[src/pbp_pkg.sv]
// package for the parallel host bus port: register map, fields, reset values
// assumes an axi4-lite register slave with 32-bit data, one word per register
package pbp_pkg;
	// register byte addresses
	localparam logic [7:0] OFS_PORT_CONTROL      = 8'h00;
	localparam logic [7:0] OFS_PORT_CONTROL_HIGH = 8'h04;
	localparam logic [7:0] OFS_PORT_MODE         = 8'h08;
	localparam logic [7:0] OFS_ADDRESS           = 8'h0c;
	localparam logic [7:0] OFS_WRITE_ADDRESS     = 8'h10;
	localparam logic [7:0] OFS_DATA_IN           = 8'h14;
	localparam logic [7:0] OFS_DATA_OUT          = 8'h18;
	localparam logic [7:0] OFS_IDLE_CTRL         = 8'h1c;
	// port_control fields
	localparam int CTL_ON      = 15;
	localparam int CTL_STOP_IN_IDLE    = 13;
	localparam int CTL_MUX_LO  = 11;
	localparam int CTL_WREN    = 9;
	localparam int CTL_RDEN    = 8;
	localparam int CTL_CSF_LO  = 6;
	localparam int CTL_ALP     = 5;
	localparam int CTL_CHIP_SELECT_TWO_POLARITY    = 4;
	localparam int CTL_CHIP_SELECT_ONE_POLARITY    = 3;
	localparam int CTL_WRITE_STROBE_POLARITY    = 1;
	localparam int CTL_READ_STROBE_POLARITY    = 0;
	localparam logic [15:0] CTL_WMASK = 16'hbfff & ~16'h0004;
	// port_control_high fields
	localparam int CTH_LAUNCH  = 7;
	localparam int CTH_SPLIT   = 1;
	// port_mode fields
	localparam int MOD_BUSY    = 15;
	localparam int MOD_IRQ_LO  = 13;
	localparam int MOD_INC_LO  = 11;
	localparam int MOD_WIDE    = 10;
	localparam int MOD_MODE_LO = 8;
	localparam int MOD_SETUP_LO = 6;
	localparam int MOD_STROBE_LO = 2;
	localparam int MOD_HOLD_LO = 0;
	localparam logic [15:0] MOD_WMASK = 16'h7fff;
	// reset values
	localparam logic [15:0] RST_REG16 = 16'h0000;
	// field codes
	localparam logic [1:0] MUX_NONE = 2'h0;
	localparam logic [1:0] MUX_LOW8 = 2'h1;
	localparam logic [1:0] MUX_THREE = 2'h2;
	localparam logic [1:0] MUX_FULL = 2'h3;
	localparam logic [1:0] CSF_BOTH = 2'h2;
	localparam logic [1:0] CSF_TWO  = 2'h1;
	localparam logic [1:0] STEP_INC = 2'h1;
	localparam logic [1:0] STEP_DEC = 2'h2;
	localparam logic [1:0] IRQ_END  = 2'h1;
	localparam logic [1:0] MODE_MASTER_COMB = 2'h3;
	localparam logic [1:0] MODE_MASTER_SEP  = 2'h2;
	localparam logic [1:0] AXI_OKAY   = 2'h0;
	localparam logic [1:0] AXI_DECERR = 2'h3;
	// bus sequencer states
	typedef enum logic [5:0] {
		ST_IDLE  = 6'b000001,
		ST_ADDRH = 6'b000010,
		ST_ADDRL = 6'b000100,
		ST_SETUP = 6'b001000,
		ST_STRB  = 6'b010000,
		ST_HOLD  = 6'b100000
	} seq_state_type;
endpackage

[src/parallel_host_bus_port.sv]
// parallel host bus port: master-mode bus sequencer with axi4-lite registers
// assumes one clock, synchronous active-low reset, pins driven via enables
//
// Operation
// - enable bit clear means no external bus access; set enables the port.
// - stop-in-idle set halts the port while the device idles.
// - mux 11: 16-bit address, then 16-bit data, on shared lines.
// - mux 10: upper address byte, lower byte, then data byte.
// - mux 01 shares low address byte only; mux 00 keeps separate pins.
// - chip-select field picks chip select or address role of top pins.
// - latch polarity sets both latches; each select has own polarity.
// - latch and select polarities ignored where pins are address lines.
// - write polarity sets write strobe, or enable strobe in mode 11.
// - read polarity sets read strobe, or direction strobe in mode 11.
// - strobe pins driven only while their pin enable bits are set.
// - writing one to read launch starts a read; cleared when done.
// - split buffers select separate read and write address and data.
// - busy flag high during a bus cycle, low when idle.
// - interrupt mode 01 pulses interrupt at each cycle end.
// - step mode increments, decrements, or holds address per cycle.
// - top address bits used as chip selects are not stepped.
// - address steps by exactly one regardless of width.
// - wide bit gives one 16-bit transfer, else one 8-bit transfer.
// - mode field picks combined or separate master; other codes leave the port inactive.
// - setup wait gives 1 to 4 clocks; also address phase length.
// - strobe wait zero forces setup one, hold one write, zero read.
// - strobe wait stretches strobe from 1 to 16 clocks.
// - hold wait 1 to 4 clocks on writes, 0 to 3 on reads.
`timescale 1ns/100ps
module parallel_host_bus_port
	import pbp_pkg::*;
#(
	parameter int ADDR_W = 16
) (
	input  wire logic        aclk,
	input  wire logic        aresetn,
	input  wire logic [7:0]  s_axi_awaddr,
	input  wire logic        s_axi_awvalid,
	output logic             s_axi_awready,
	input  wire logic [31:0] s_axi_wdata,
	input  wire logic [3:0]  s_axi_wstrb,
	input  wire logic        s_axi_wvalid,
	output logic             s_axi_wready,
	output logic [1:0]       s_axi_bresp,
	output logic             s_axi_bvalid,
	input  wire logic        s_axi_bready,
	input  wire logic [7:0]  s_axi_araddr,
	input  wire logic        s_axi_arvalid,
	output logic             s_axi_arready,
	output logic [31:0]      s_axi_rdata,
	output logic [1:0]       s_axi_rresp,
	output logic             s_axi_rvalid,
	input  wire logic        s_axi_rready,
	input  wire logic        device_idle,
	output logic [15:0]      bus_address_pins,
	input  wire logic [15:0] bus_data_in,
	output logic [15:0]      bus_data_out,
	output logic [15:0]      bus_data_oe,
	output logic             chip_select_one,
	output logic             chip_select_two,
	output logic             addr_latch_low,
	output logic             addr_latch_high,
	output logic             read_strobe,
	output logic             read_strobe_oe,
	output logic             write_strobe,
	output logic             write_strobe_oe,
	output logic             cycle_done_irq
);
	initial begin
		if (ADDR_W != 16)
			$error("address width must be 16");
	end

	logic [15:0] ctl_q, mod_q, addr_q, waddr_q, din_q, dout_q;
	logic        launch_q, split_q;
	seq_state_type st_q;
	logic [3:0]  cnt_q;
	logic        rd_q;
	logic [15:0] cyc_addr_q, cyc_data_q;
	logic        aw_held_q, w_held_q;
	logic [7:0]  aw_q;
	logic [31:0] wd_q;
	logic [3:0]  ws_q;

	// control field views
	logic [1:0] mux, chip_select_function, mode, step;
	logic       run, wide, master;
	assign mux    = ctl_q[CTL_MUX_LO +: 2];
	assign chip_select_function    = ctl_q[CTL_CSF_LO +: 2];
	assign mode   = mod_q[MOD_MODE_LO +: 2];
	assign step   = mod_q[MOD_INC_LO +: 2];
	assign wide   = mod_q[MOD_WIDE];
	assign master = mode[1];
	assign run    = ctl_q[CTL_ON]
		&& !(ctl_q[CTL_STOP_IN_IDLE] && device_idle);

	// strobe timing from wait fields
	function automatic logic [3:0] setup_len(input logic [15:0] m);
		setup_len = {2'h0, m[MOD_SETUP_LO +: 2]};
		if (m[MOD_STROBE_LO +: 4] == 4'h0)
			setup_len = 4'h0;
	endfunction
	function automatic logic [3:0] hold_len(input logic [15:0] m,
		input logic rd);
		hold_len = {2'h0, m[MOD_HOLD_LO +: 2]};
		if (m[MOD_STROBE_LO +: 4] == 4'h0)
			hold_len = 4'h0;
	endfunction

	// axi handshake: accept address and data in either order
	logic do_wr;
	assign do_wr = aw_held_q && w_held_q && !s_axi_bvalid;
	always_ff @(posedge aclk) begin
		if (!aresetn) begin
			aw_held_q <= 1'b0;
			w_held_q  <= 1'b0;
			aw_q      <= 8'h00;
			wd_q      <= 32'h0;
			ws_q      <= 4'h0;
			s_axi_awready <= 1'b0;
			s_axi_wready  <= 1'b0;
			s_axi_bvalid  <= 1'b0;
			s_axi_bresp   <= AXI_OKAY;
		end else begin
			s_axi_awready <= !aw_held_q && !s_axi_awready && s_axi_awvalid;
			s_axi_wready  <= !w_held_q && !s_axi_wready && s_axi_wvalid;
			if (s_axi_awvalid && s_axi_awready) begin
				aw_held_q <= 1'b1;
				aw_q      <= s_axi_awaddr;
			end
			if (s_axi_wvalid && s_axi_wready) begin
				w_held_q <= 1'b1;
				wd_q     <= s_axi_wdata;
				ws_q     <= s_axi_wstrb;
			end
			if (do_wr) begin
				aw_held_q    <= 1'b0;
				w_held_q     <= 1'b0;
				s_axi_bvalid <= 1'b1;
				s_axi_bresp  <= (aw_q[7:2] <= OFS_DATA_OUT[7:2]
					&& aw_q[1:0] == 2'h0) ? AXI_OKAY : AXI_DECERR;
			end else if (s_axi_bvalid && s_axi_bready)
				s_axi_bvalid <= 1'b0;
		end
	end

	// byte-lane merge for 16-bit registers
	function automatic logic [15:0] merge(input logic [15:0] old,
		input logic [31:0] d, input logic [3:0] s);
		merge = {s[1] ? d[15:8] : old[15:8], s[0] ? d[7:0] : old[7:0]};
	endfunction

	logic wr_ctl, wr_cth, wr_mod, wr_addr, wr_waddr, wr_din, wr_dout;
	assign wr_ctl   = do_wr && aw_q == OFS_PORT_CONTROL;
	assign wr_cth   = do_wr && aw_q == OFS_PORT_CONTROL_HIGH;
	assign wr_mod   = do_wr && aw_q == OFS_PORT_MODE;
	assign wr_addr  = do_wr && aw_q == OFS_ADDRESS;
	assign wr_waddr = do_wr && aw_q == OFS_WRITE_ADDRESS;
	assign wr_din   = do_wr && aw_q == OFS_DATA_IN;
	assign wr_dout  = do_wr && aw_q == OFS_DATA_OUT;

	// start conditions; a write to the data register starts a bus write
	logic idle, start_rd, start_wr, cyc_end;
	assign idle     = st_q == ST_IDLE;
	assign start_wr = idle && run && master && (split_q ? wr_dout : wr_din)
		&& !launch_q;
	assign start_rd = idle && run && master && launch_q;
	assign cyc_end  = st_q == ST_HOLD && cnt_q == 4'h0 ||
		st_q == ST_STRB && cnt_q == 4'h0 && hold_len(mod_q, rd_q) == 4'h0
		&& rd_q;

	// configuration registers
	always_ff @(posedge aclk) begin
		if (!aresetn) begin
			ctl_q   <= RST_REG16;
			mod_q   <= RST_REG16;
			split_q <= 1'b0;
		end else begin
			if (wr_ctl)
				ctl_q <= merge(ctl_q, wd_q, ws_q) & CTL_WMASK;
			if (wr_mod)
				mod_q <= merge(mod_q, wd_q, ws_q) & MOD_WMASK;
			if (wr_cth && ws_q[0])
				split_q <= wd_q[CTH_SPLIT];
		end
	end

	// read launch: a written one sets, end of read clears; set wins
	always_ff @(posedge aclk) begin
		if (!aresetn)
			launch_q <= 1'b0;
		else if (wr_cth && ws_q[0] && wd_q[CTH_LAUNCH])
			launch_q <= 1'b1;
		else if (cyc_end && rd_q)
			launch_q <= 1'b0;
	end

	// address stepping keeps chip-select bits out of the count
	function automatic logic [15:0] stepped(input logic [15:0] a,
		input logic [1:0] m, input logic [1:0] cf);
		logic [15:0] n;
		logic [15:0] keep;
		n = a;
		if (m == STEP_INC)
			n = a + 16'h0001;
		else if (m == STEP_DEC)
			n = a - 16'h0001;
		keep = (cf == CSF_BOTH) ? 16'hc000 :
			(cf == CSF_TWO) ? 16'h8000 : 16'h0000;
		stepped = (a & keep) | (n & ~keep);
	endfunction

	// address and data registers; addresses stepped and read data captured at each cycle end
	always_ff @(posedge aclk) begin
		if (!aresetn) begin
			addr_q  <= RST_REG16;
			waddr_q <= RST_REG16;
			din_q   <= RST_REG16;
			dout_q  <= RST_REG16;
		end else begin
			if (wr_addr)
				addr_q <= merge(addr_q, wd_q, ws_q);
			else if (cyc_end && (rd_q || !split_q))
				addr_q <= stepped(addr_q, step, chip_select_function);
			if (wr_waddr)
				waddr_q <= merge(waddr_q, wd_q, ws_q);
			else if (cyc_end && !rd_q && split_q)
				waddr_q <= stepped(waddr_q, step, chip_select_function);
			if (wr_din)
				din_q <= merge(din_q, wd_q, ws_q);
			else if (cyc_end && rd_q)
				din_q <= wide ? bus_data_in :
					{8'h00, bus_data_in[7:0]};
			if (wr_dout)
				dout_q <= merge(dout_q, wd_q, ws_q);
		end
	end

	// bus sequencer: address phases, setup, strobe, hold
	always_ff @(posedge aclk) begin
		if (!aresetn) begin
			st_q       <= ST_IDLE;
			cnt_q      <= 4'h0;
			rd_q       <= 1'b0;
			cyc_addr_q <= 16'h0;
			cyc_data_q <= 16'h0;
		end else begin
			case (st_q)
				ST_IDLE: begin
					if (start_rd || start_wr) begin
						rd_q       <= start_rd;
						cyc_addr_q <= (start_wr && split_q) ? waddr_q : addr_q;
						cyc_data_q <= split_q ? merge(dout_q, wd_q, ws_q)
							: merge(din_q, wd_q, ws_q);
						cnt_q <= {2'h0, mod_q[MOD_SETUP_LO +: 2]};
						if (mux == MUX_THREE)
							st_q <= ST_ADDRH;
						else if (mux != MUX_NONE)
							st_q <= ST_ADDRL;
						else begin
							st_q  <= ST_SETUP;
							cnt_q <= setup_len(mod_q);
						end
					end
				end
				ST_ADDRH: begin
					cnt_q <= cnt_q - 4'h1;
					if (cnt_q == 4'h0) begin
						st_q  <= ST_ADDRL;
						cnt_q <= {2'h0, mod_q[MOD_SETUP_LO +: 2]};
					end
				end
				ST_ADDRL: begin
					cnt_q <= cnt_q - 4'h1;
					if (cnt_q == 4'h0) begin
						st_q  <= ST_SETUP;
						cnt_q <= setup_len(mod_q);
					end
				end
				ST_SETUP: begin
					cnt_q <= cnt_q - 4'h1;
					if (cnt_q == 4'h0) begin
						st_q  <= ST_STRB;
						cnt_q <= mod_q[MOD_STROBE_LO +: 4];
					end
				end
				ST_STRB: begin
					cnt_q <= cnt_q - 4'h1;
					if (cnt_q == 4'h0) begin
						// a read with zero hold ends with the strobe
						st_q  <= cyc_end ? ST_IDLE : ST_HOLD;
						cnt_q <= rd_q ? hold_len(mod_q, 1'b1) - 4'h1
							: hold_len(mod_q, 1'b0);
					end
				end
				ST_HOLD: begin
					cnt_q <= cnt_q - 4'h1;
					if (cnt_q == 4'h0)
						st_q <= ST_IDLE;
				end
				default: st_q <= ST_IDLE;
			endcase
		end
	end

	// pin drive; when muxed, the address phases (high byte, low byte or full word) go out on the data lines before the data phase
	logic [15:0] a_pins, d_pins, d_oe;
	logic        strb, lat_l, lat_h;
	always_comb begin
		a_pins = cyc_addr_q;
		d_pins = rd_q ? 16'h0000 : cyc_data_q;
		d_oe   = (rd_q || idle) ? 16'h0000 : (wide ? 16'hffff : 16'h00ff);
		lat_l  = 1'b0;
		lat_h  = 1'b0;
		if (st_q == ST_ADDRH) begin
			d_pins = {8'h00, cyc_addr_q[15:8]};
			d_oe   = 16'h00ff;
			lat_h  = 1'b1;
		end else if (st_q == ST_ADDRL) begin
			d_pins = (mux == MUX_FULL) ? cyc_addr_q :
				{8'h00, cyc_addr_q[7:0]};
			d_oe   = (mux == MUX_FULL) ? 16'hffff : 16'h00ff;
			lat_l  = 1'b1;
			lat_h  = mux == MUX_FULL;
		end
		if (mux == MUX_LOW8)
			a_pins[7:0] = 8'h00;
		else if (mux == MUX_THREE || mux == MUX_FULL)
			a_pins = 16'h0000;
		if (chip_select_function == CSF_BOTH || chip_select_function == CSF_TWO)
			a_pins[15] = 1'b0;
		if (chip_select_function == CSF_BOTH)
			a_pins[14] = 1'b0;
		strb = st_q == ST_STRB;
	end

	// registered pin outputs with polarity applied
	always_ff @(posedge aclk) begin
		if (!aresetn) begin
			bus_address_pins <= 16'h0;
			bus_data_out     <= 16'h0;
			bus_data_oe      <= 16'h0;
			chip_select_one  <= 1'b0;
			chip_select_two  <= 1'b0;
			addr_latch_low   <= 1'b0;
			addr_latch_high  <= 1'b0;
			read_strobe      <= 1'b0;
			write_strobe     <= 1'b0;
			read_strobe_oe   <= 1'b0;
			write_strobe_oe  <= 1'b0;
			cycle_done_irq   <= 1'b0;
		end else begin
			bus_address_pins <= a_pins;
			bus_data_out     <= d_pins;
			bus_data_oe      <= d_oe;
			chip_select_two  <= (chip_select_function == CSF_BOTH || chip_select_function == CSF_TWO) ?
				((!idle && cyc_addr_q[15]) ~^ ctl_q[CTL_CHIP_SELECT_TWO_POLARITY])
				: a_pins[15];
			chip_select_one  <= (chip_select_function == CSF_BOTH) ?
				((!idle && cyc_addr_q[14]) ~^ ctl_q[CTL_CHIP_SELECT_ONE_POLARITY])
				: a_pins[14];
			addr_latch_low   <= (mux != MUX_NONE) ?
				(lat_l ~^ ctl_q[CTL_ALP]) : a_pins[0];
			addr_latch_high  <= (mux != MUX_NONE) ?
				(lat_h ~^ ctl_q[CTL_ALP]) : a_pins[1];
			if (mode == MODE_MASTER_COMB) begin
				write_strobe <= strb ~^ ctl_q[CTL_WRITE_STROBE_POLARITY];
				read_strobe  <= (!idle && rd_q) ~^ ctl_q[CTL_READ_STROBE_POLARITY];
			end else begin
				write_strobe <= (strb && !rd_q) ~^ ctl_q[CTL_WRITE_STROBE_POLARITY];
				read_strobe  <= (strb && rd_q) ~^ ctl_q[CTL_READ_STROBE_POLARITY];
			end
			write_strobe_oe <= run && master && ctl_q[CTL_WREN];
			read_strobe_oe  <= run && master && ctl_q[CTL_RDEN];
			cycle_done_irq  <= cyc_end
				&& mod_q[MOD_IRQ_LO +: 2] == IRQ_END;
		end
	end

	// read channel; busy reflects the sequencer
	always_ff @(posedge aclk) begin
		if (!aresetn) begin
			s_axi_arready <= 1'b0;
			s_axi_rvalid  <= 1'b0;
			s_axi_rdata   <= 32'h0;
			s_axi_rresp   <= AXI_OKAY;
		end else begin
			s_axi_arready <= !s_axi_rvalid && !s_axi_arready && s_axi_arvalid;
			if (s_axi_arvalid && s_axi_arready) begin
				s_axi_rvalid <= 1'b1;
				s_axi_rresp  <= AXI_OKAY;
				case (s_axi_araddr)
					OFS_PORT_CONTROL:      s_axi_rdata <= {16'h0, ctl_q};
					OFS_PORT_CONTROL_HIGH: s_axi_rdata <= {24'h0, launch_q,
						5'h00, split_q, 1'b0};
					OFS_PORT_MODE: s_axi_rdata <= {16'h0, !idle,
						mod_q[14:0]};
					OFS_ADDRESS:       s_axi_rdata <= {16'h0, addr_q};
					OFS_WRITE_ADDRESS: s_axi_rdata <= {16'h0, waddr_q};
					OFS_DATA_IN:       s_axi_rdata <= {16'h0, din_q};
					OFS_DATA_OUT:      s_axi_rdata <= {16'h0, dout_q};
					default: begin
						s_axi_rdata <= 32'h0;
						s_axi_rresp <= AXI_DECERR;
					end
				endcase
			end else if (s_axi_rvalid && s_axi_rready)
				s_axi_rvalid <= 1'b0;
		end
	end
endmodule // parallel_host_bus_port

[config.mk]
export PLATFORM = sky130hd
export DESIGN_NAME = parallel_host_bus_port
export DESIGN_NICKNAME = d
export VERILOG_FILES = /design/src/pbp_pkg.sv /design/src/parallel_host_bus_port.sv
export SDC_FILE = /design/constraint.sdc
export NUM_CORES = 1
export LEC_CHECK = 0
export BUFFER_PORTS_ARGS = -buffer_cell sky130_fd_sc_hd__buf_2
export CAP_MARGIN = 20
export CELL_PAD_IN_SITES_DETAIL_PLACEMENT = 0
export CELL_PAD_IN_SITES_GLOBAL_PLACEMENT = 1
export CORE_MARGIN = 2
export CORE_UTILIZATION = 30
export DETAILED_ROUTE_END_ITERATION = 6
export PLACE_DENSITY = 0.7
export SYNTH_ARGS = -nofsm -noshare
export SYNTH_HDL_FRONTEND = slang
export SYNTH_SLANG_ARGS = --single-unit
[constraint.sdc]
create_clock -name aclk -period 5.2 [get_ports aclk]
set_input_delay 0 -clock aclk [delete_from_list [all_inputs] [get_ports aclk]]
set_output_delay 0 -clock aclk [all_outputs]
set_load 0.005 [all_outputs]
Yosys cells after proc, flatten, opt, wreduce, memory -nomap -nowiden
Cells that the tools add are included.
{"block": "word_totals", "output_inout_bits": 98, "in_bits": 76, "elab_cells": 285, "reg_bits": 264}
{"block": "op_classes", "n_mux": 85, "n_reduce_logical": 95, "n_lt_le_gt_ge": 1, "bitwise_logic": 16, "addsub": 6, "eq_ne": 37}
{"operator": "$mux 16", "n": 29}
{"operator": "$pmux 16 s7", "n": 1}
{"operator": "$mux 8", "n": 9}
{"operator": "$and 16x16->16", "n": 4}
{"operator": "$eq 8x5->1 const B", "n": 6}
{"operator": "$logic_and 1x1->1", "n": 48}
{"operator": "$mux 4", "n": 11}
{"operator": "$mux 6", "n": 7}
{"operator": "$pmux 6 s6", "n": 1}
{"operator": "$add 16x1->16 const B", "n": 2}
{"operator": "$eq 8x4->1 const B", "n": 4}
{"operator": "$or 16x16->16", "n": 2}
{"operator": "$sub 16x1->16 const B", "n": 2}
{"operator": "$pmux 4 s6", "n": 1}
{"operator": "$reduce_and 2->1", "n": 10}
{"operator": "$mux 1", "n": 19}
{"operator": "$eq 8x3->1 const B", "n": 2}
{"operator": "$logic_not 8->1", "n": 2}
{"operator": "$not 16->16", "n": 1}
{"operator": "$mux 2", "n": 7}
{"operator": "$ne 2x2->1 const B", "n": 7}
{"operator": "$reduce_bool 2->1", "n": 7}
{"operator": "$logic_not 1->1", "n": 12}
{"operator": "$logic_not 4->1", "n": 3}
{"operator": "other kinds (20)", "n": 43}

Logic depth before layout (Yosys ltp)
{"block": "depth", "word_depth": 15, "depth_mapped": 11}

Worst setup path before layout
Ideal clock, no wire load.
{"block": "synth_timing", "kind": "flip-flop to flip-flop", "from": "reg mod_q[2]", "to": "reg (tool-made name)", "path_stages_with_launch": 10, "period_less_slack_ns": 2.542, "path_slack_ns": 2.658, "t_arrival_ns": 2.424, "t_required_ns": 5.081, "path_cell_list": "dfxtp_1 or4_1 nand2_1 ha_1 nand4b_1 a211o_1 nor3_1 nand3_1 a22o_1 o221a_2"}
{"element": "from (decl)", "line_no": "parallel_host_bus_port.sv:74", "text": "logic [15:0] ctl_q, mod_q, addr_q, waddr_q, din_q, dout_q;"}
{"element": "from (signal assigned)", "line_no": "parallel_host_bus_port.sv:182", "text": "mod_q <= merge(mod_q, wd_q, ws_q) & MOD_WMASK;"}

Worst setup path after layout
{"block": "layout_timing", "from": "reg s_axi_bvalid", "to": "reg din_q[4]"}
{"block": "layout_between", "elab_chain_len": 4, "word_cells_on_any_way": 5, "classes_between": "1 x mux; 4 x reduce/logical"}
{"element": "from (decl)", "line_no": "parallel_host_bus_port.sv:45", "text": "output logic s_axi_bvalid,"}
{"element": "from (signal assigned)", "line_no": "parallel_host_bus_port.sv:122", "text": "s_axi_bvalid <= 1'b0;"}
{"element": "from (signal assigned)", "line_no": "parallel_host_bus_port.sv:139", "text": "s_axi_bvalid <= 1'b1;"}
{"element": "from (signal assigned)", "line_no": "parallel_host_bus_port.sv:143", "text": "s_axi_bvalid <= 1'b0;"}
{"element": "$logic_not 1->1 (*)", "line_no": "parallel_host_bus_port.sv:112", "text": "assign do_wr = aw_held_q && w_held_q && !s_axi_bvalid;"}
{"element": "$logic_and 1x1->1 (*)", "line_no": "parallel_host_bus_port.sv:112"}
{"element": "$logic_and 1x1->1 (*)", "line_no": "parallel_host_bus_port.sv:159", "text": "assign wr_din = do_wr && aw_q == OFS_DATA_IN;"}
{"element": "$mux 16 or $reduce_bool 2->1 (tied branches)"}
{"element": "to (signal assigned)", "line_no": "parallel_host_bus_port.sv:230", "text": "din_q <= merge(din_q, wd_q, ws_q);"}
{"element": "to (signal assigned)", "line_no": "parallel_host_bus_port.sv:232", "text": "din_q <= wide ? bus_data_in :"}
{"element": "to (decl)", "line_no": "parallel_host_bus_port.sv:74"}
Mark *: on every way between the ends. The rest lies on a longest branch, timed or not.
A chain may end at the register's enable or synchronous reset.

==> impl_metrics.yaml <==
run_status:
  status: "finished with violations"
  violations: "design-rule violations"
detailed_routing:
  drtIter0Drc: 1455
  drc_errors: 17
  wl_per_cell_um: 21.7
  route.detailed.vias_per_inst: 5.67
  dr.pass1.iters: 7
  postRouteAntennaNets: 0
  vias: 12700
  drt_wl_total_um: 48300
synth:
  synth_area_leaders: "dfxtp_1, mux2i_1, nand2_1"
  yosysTopAreaCell: "dfxtp_1"
  synth_edf_count: 0
  netlist_instances: 1574
  yosysSeqAreaShare_pct: 36.8
  synth_area_um2: 12600
  async_flop_share_pct: 0
  synth_top_flop_cell: "dfxtp_1"
  ys_warn_count: 0
  yosys.area.top_type_share_pct: 36.8
  ys_ff_latch: 232
  synth_cell_type_count: 89
  avgSynthCellArea_um2: 8.03
clock_tree:
  numCtsBuffers: 27
  cts_buffer_depth: 3
  insertion_delay_ns: 0.56
  cts_resized: 0
  path_clk_slew_ns: 0.06
  htreeDepth: 1
  cts_tree: "done"
  cts-root-buf: "clkbuf_16"
  cts_num_sinks: 232
place:
  gp_congestion: 0.948
  port_buffers: 139
  hpwlAfterDp_um: 33900
  placed_cell_area_um2: 13400
  dp_cells: 2110
finish:
  nets: 1757
  fin_cells: 2231
  finalInstanceArea_um2: 14900
  drive_gt1_share_pct: 14.9
  final_cell_mix: "dfxtp_1, nand2_1, nor2_1"
  layout_commonest_cell: "dfxtp_1"
  syn2layout_area_growth_pct: 18.0
timing:
  period_minus_slack_ns: 3.46
  tns_ns: 0
  finalHoldWorstSlack_ns: 0.0472
  slew_headroom_pct: 29.8
  grt_setup_unrepaired: "no"
  slew_viol_final: 0
  skew_ns: 0.0201
  worstMarginPinSlew_ns: 1.05
  timing.fmax_ghz: 0.289
  fin_crit_sh_pct: 66.5
  hold_viol_final: 0
  setup_viol_count_final: 0
pwr:
  clkPwrFrac_pct: 44.6
  p_switching_uw: 1110
  leakagePower_uw: 0.00542
  peakVddDrop_v: 0.000228
  power_frac_comb_pct: 10.0
  internal-power_uw: 2980
  p_per_area_nw_per_um2: 275
  swShare_pct: 27.2
  power_frac_seq_pct: 45.4
  total_power_uw: 4100
floorplanning:
  ios: 174
  fp.dieW_um: 209
  die_area_um2: 43800
  start_util_pct: 30.3
  rows: 75
  die_h_um: 209
  core-area_um2: 41800
grt:
  grt_use_total_pct: 21.4
  grt-ovfl-total: 0
  grt_max_degree: 142
  grt_pass1_vias: 11700
  grt_pass1_wl_um: 72600
  antenna_found_initial: 1
critical_path:
  crit_type: "flop to flop"
  startpoint_type: "flop"
  worstPathRequired_ns: 5.69
  cp.arrival_ns: 3.95
  critical_path.max_fanout: 10
  cp-end-kind: "flop"
min_path:
  hp-class: "primary input to flop"
flow_run:
  cap_violations: 0
## timing repair
item,in CTS,in global routing
buffers inserted,0,0
hold endpoints to repair,54,0
hold buffers,70,0
## cells by family (layout without fill, tap and decap cells)
family,after synthesis,after routing,synth area share [%]
compound gates,440,440,23.1
xor+xnor,21,21,1.46
fa+ha+maj,10,10,0.990
buf+inv,198,300,7.40
flops,232,232,36.8
mux,89,89,7.19
other cells,1,17,0.0297
simple gates,583,583,23.1
## area by class of cell
type	instances	area, um2
antenna	1	2.50
clock buffer	33	728
clock inverter	16	120
fill	4357	26800
inverter	30	115
multi-input combinational	1159	7130
sequential	232	4640
tap	539	674
timing repair buffer	221	1500
## critical path, stage by stage (launching register included)
cell and delay, ns:
dfxtp_1 0.36, nor4b_1 0.71, nand3_1 0.56, nor3b_1 0.49, or2_1 0.38, nor2_1 0.12
a211oi_1 0.21, dlygate4sd3_1 0.57
## power by group through the flow
stage	sequential (uW)	combinational, uW	clock [uW]
2_1_floorplan	1870	315	0
3_3_place_gp	1900	364	0
3_5_place_dp	1900	366	0
4_1_cts	1860	404	1860
5_1_grt	1870	452	1930
6_report	1860	408	1830
## metal layers
metal	global-route usage [%]	vias to the layer above	share of wire (%)	wire, um
li1	-	5857	-	-
met1	29.8	6047	44	21400
met2	32.7	645	43	20800
met3	3.88	102	9.0	4340
met4	8.13	0	3.8	1850
met5	0	-	0	0
## stage by stage
step | setup slack (ns) | utilization (%)
after floorplan | 2.66 | -
after global placement | 2.03 | 32.0
after detailed placement | 1.96 | 32.0
after CTS | 1.78 | 35.7
after global routing | 1.56 | 35.7
final | 1.74 | 35.7
## state kept, by name, indices dropped and copies added, names as in the netlist, 4 cells and up, named ones only
register / count
dout_q: 16
s_axi_rdata: 16
ctl_q: 14
waddr_q: 14
cnt_q: 4
addr_q: 14
wd_q: 16
bus_address_pins: 16
cyc_data_q: 16
st_q: 6
cyc_addr_q: 16
aw_q: 8
bus_data_out: 16
mod_q: 15
din_q: 16
## worst paths after layout
kind                                   start            end  slack (ns)  cells past startpoint
worst max register to register  s_axi_bvalid       din_q[4]        1.74                      7
worst min-delay path             device_idle           rd_q        0.05                      5
worst max-delay path            s_axi_bvalid       din_q[4]        1.74                      7
worst min register to register  s_axi_rvalid  s_axi_arready        0.45                      1
## cell usage after synthesis (9+ instances only)
library cell and count:
clkbuf_1 89, nand3_1 48, a21oi_2 10, buf_2 35, ha_1 10, nand2_1 186, nor2b_1 10, a21oi_1 115
nor3_1 28, a31oi_1 18, a22oi_1 33, o211ai_1 18, inv_1 29, mux2i_1 84, nand2b_1 17, xnor2_1 14
dfxtp_1 232, and3_1 22, buf_4 34, a22o_1 11, o21ai_0 100, a221oi_1 17, nor2_1 150, a21o_1 11
and2_1 13, a211oi_1 27, nor4_1 18, a222oi_1 9, nand4_1 13
Note: power is estimated with default switching activity, not from simulation.
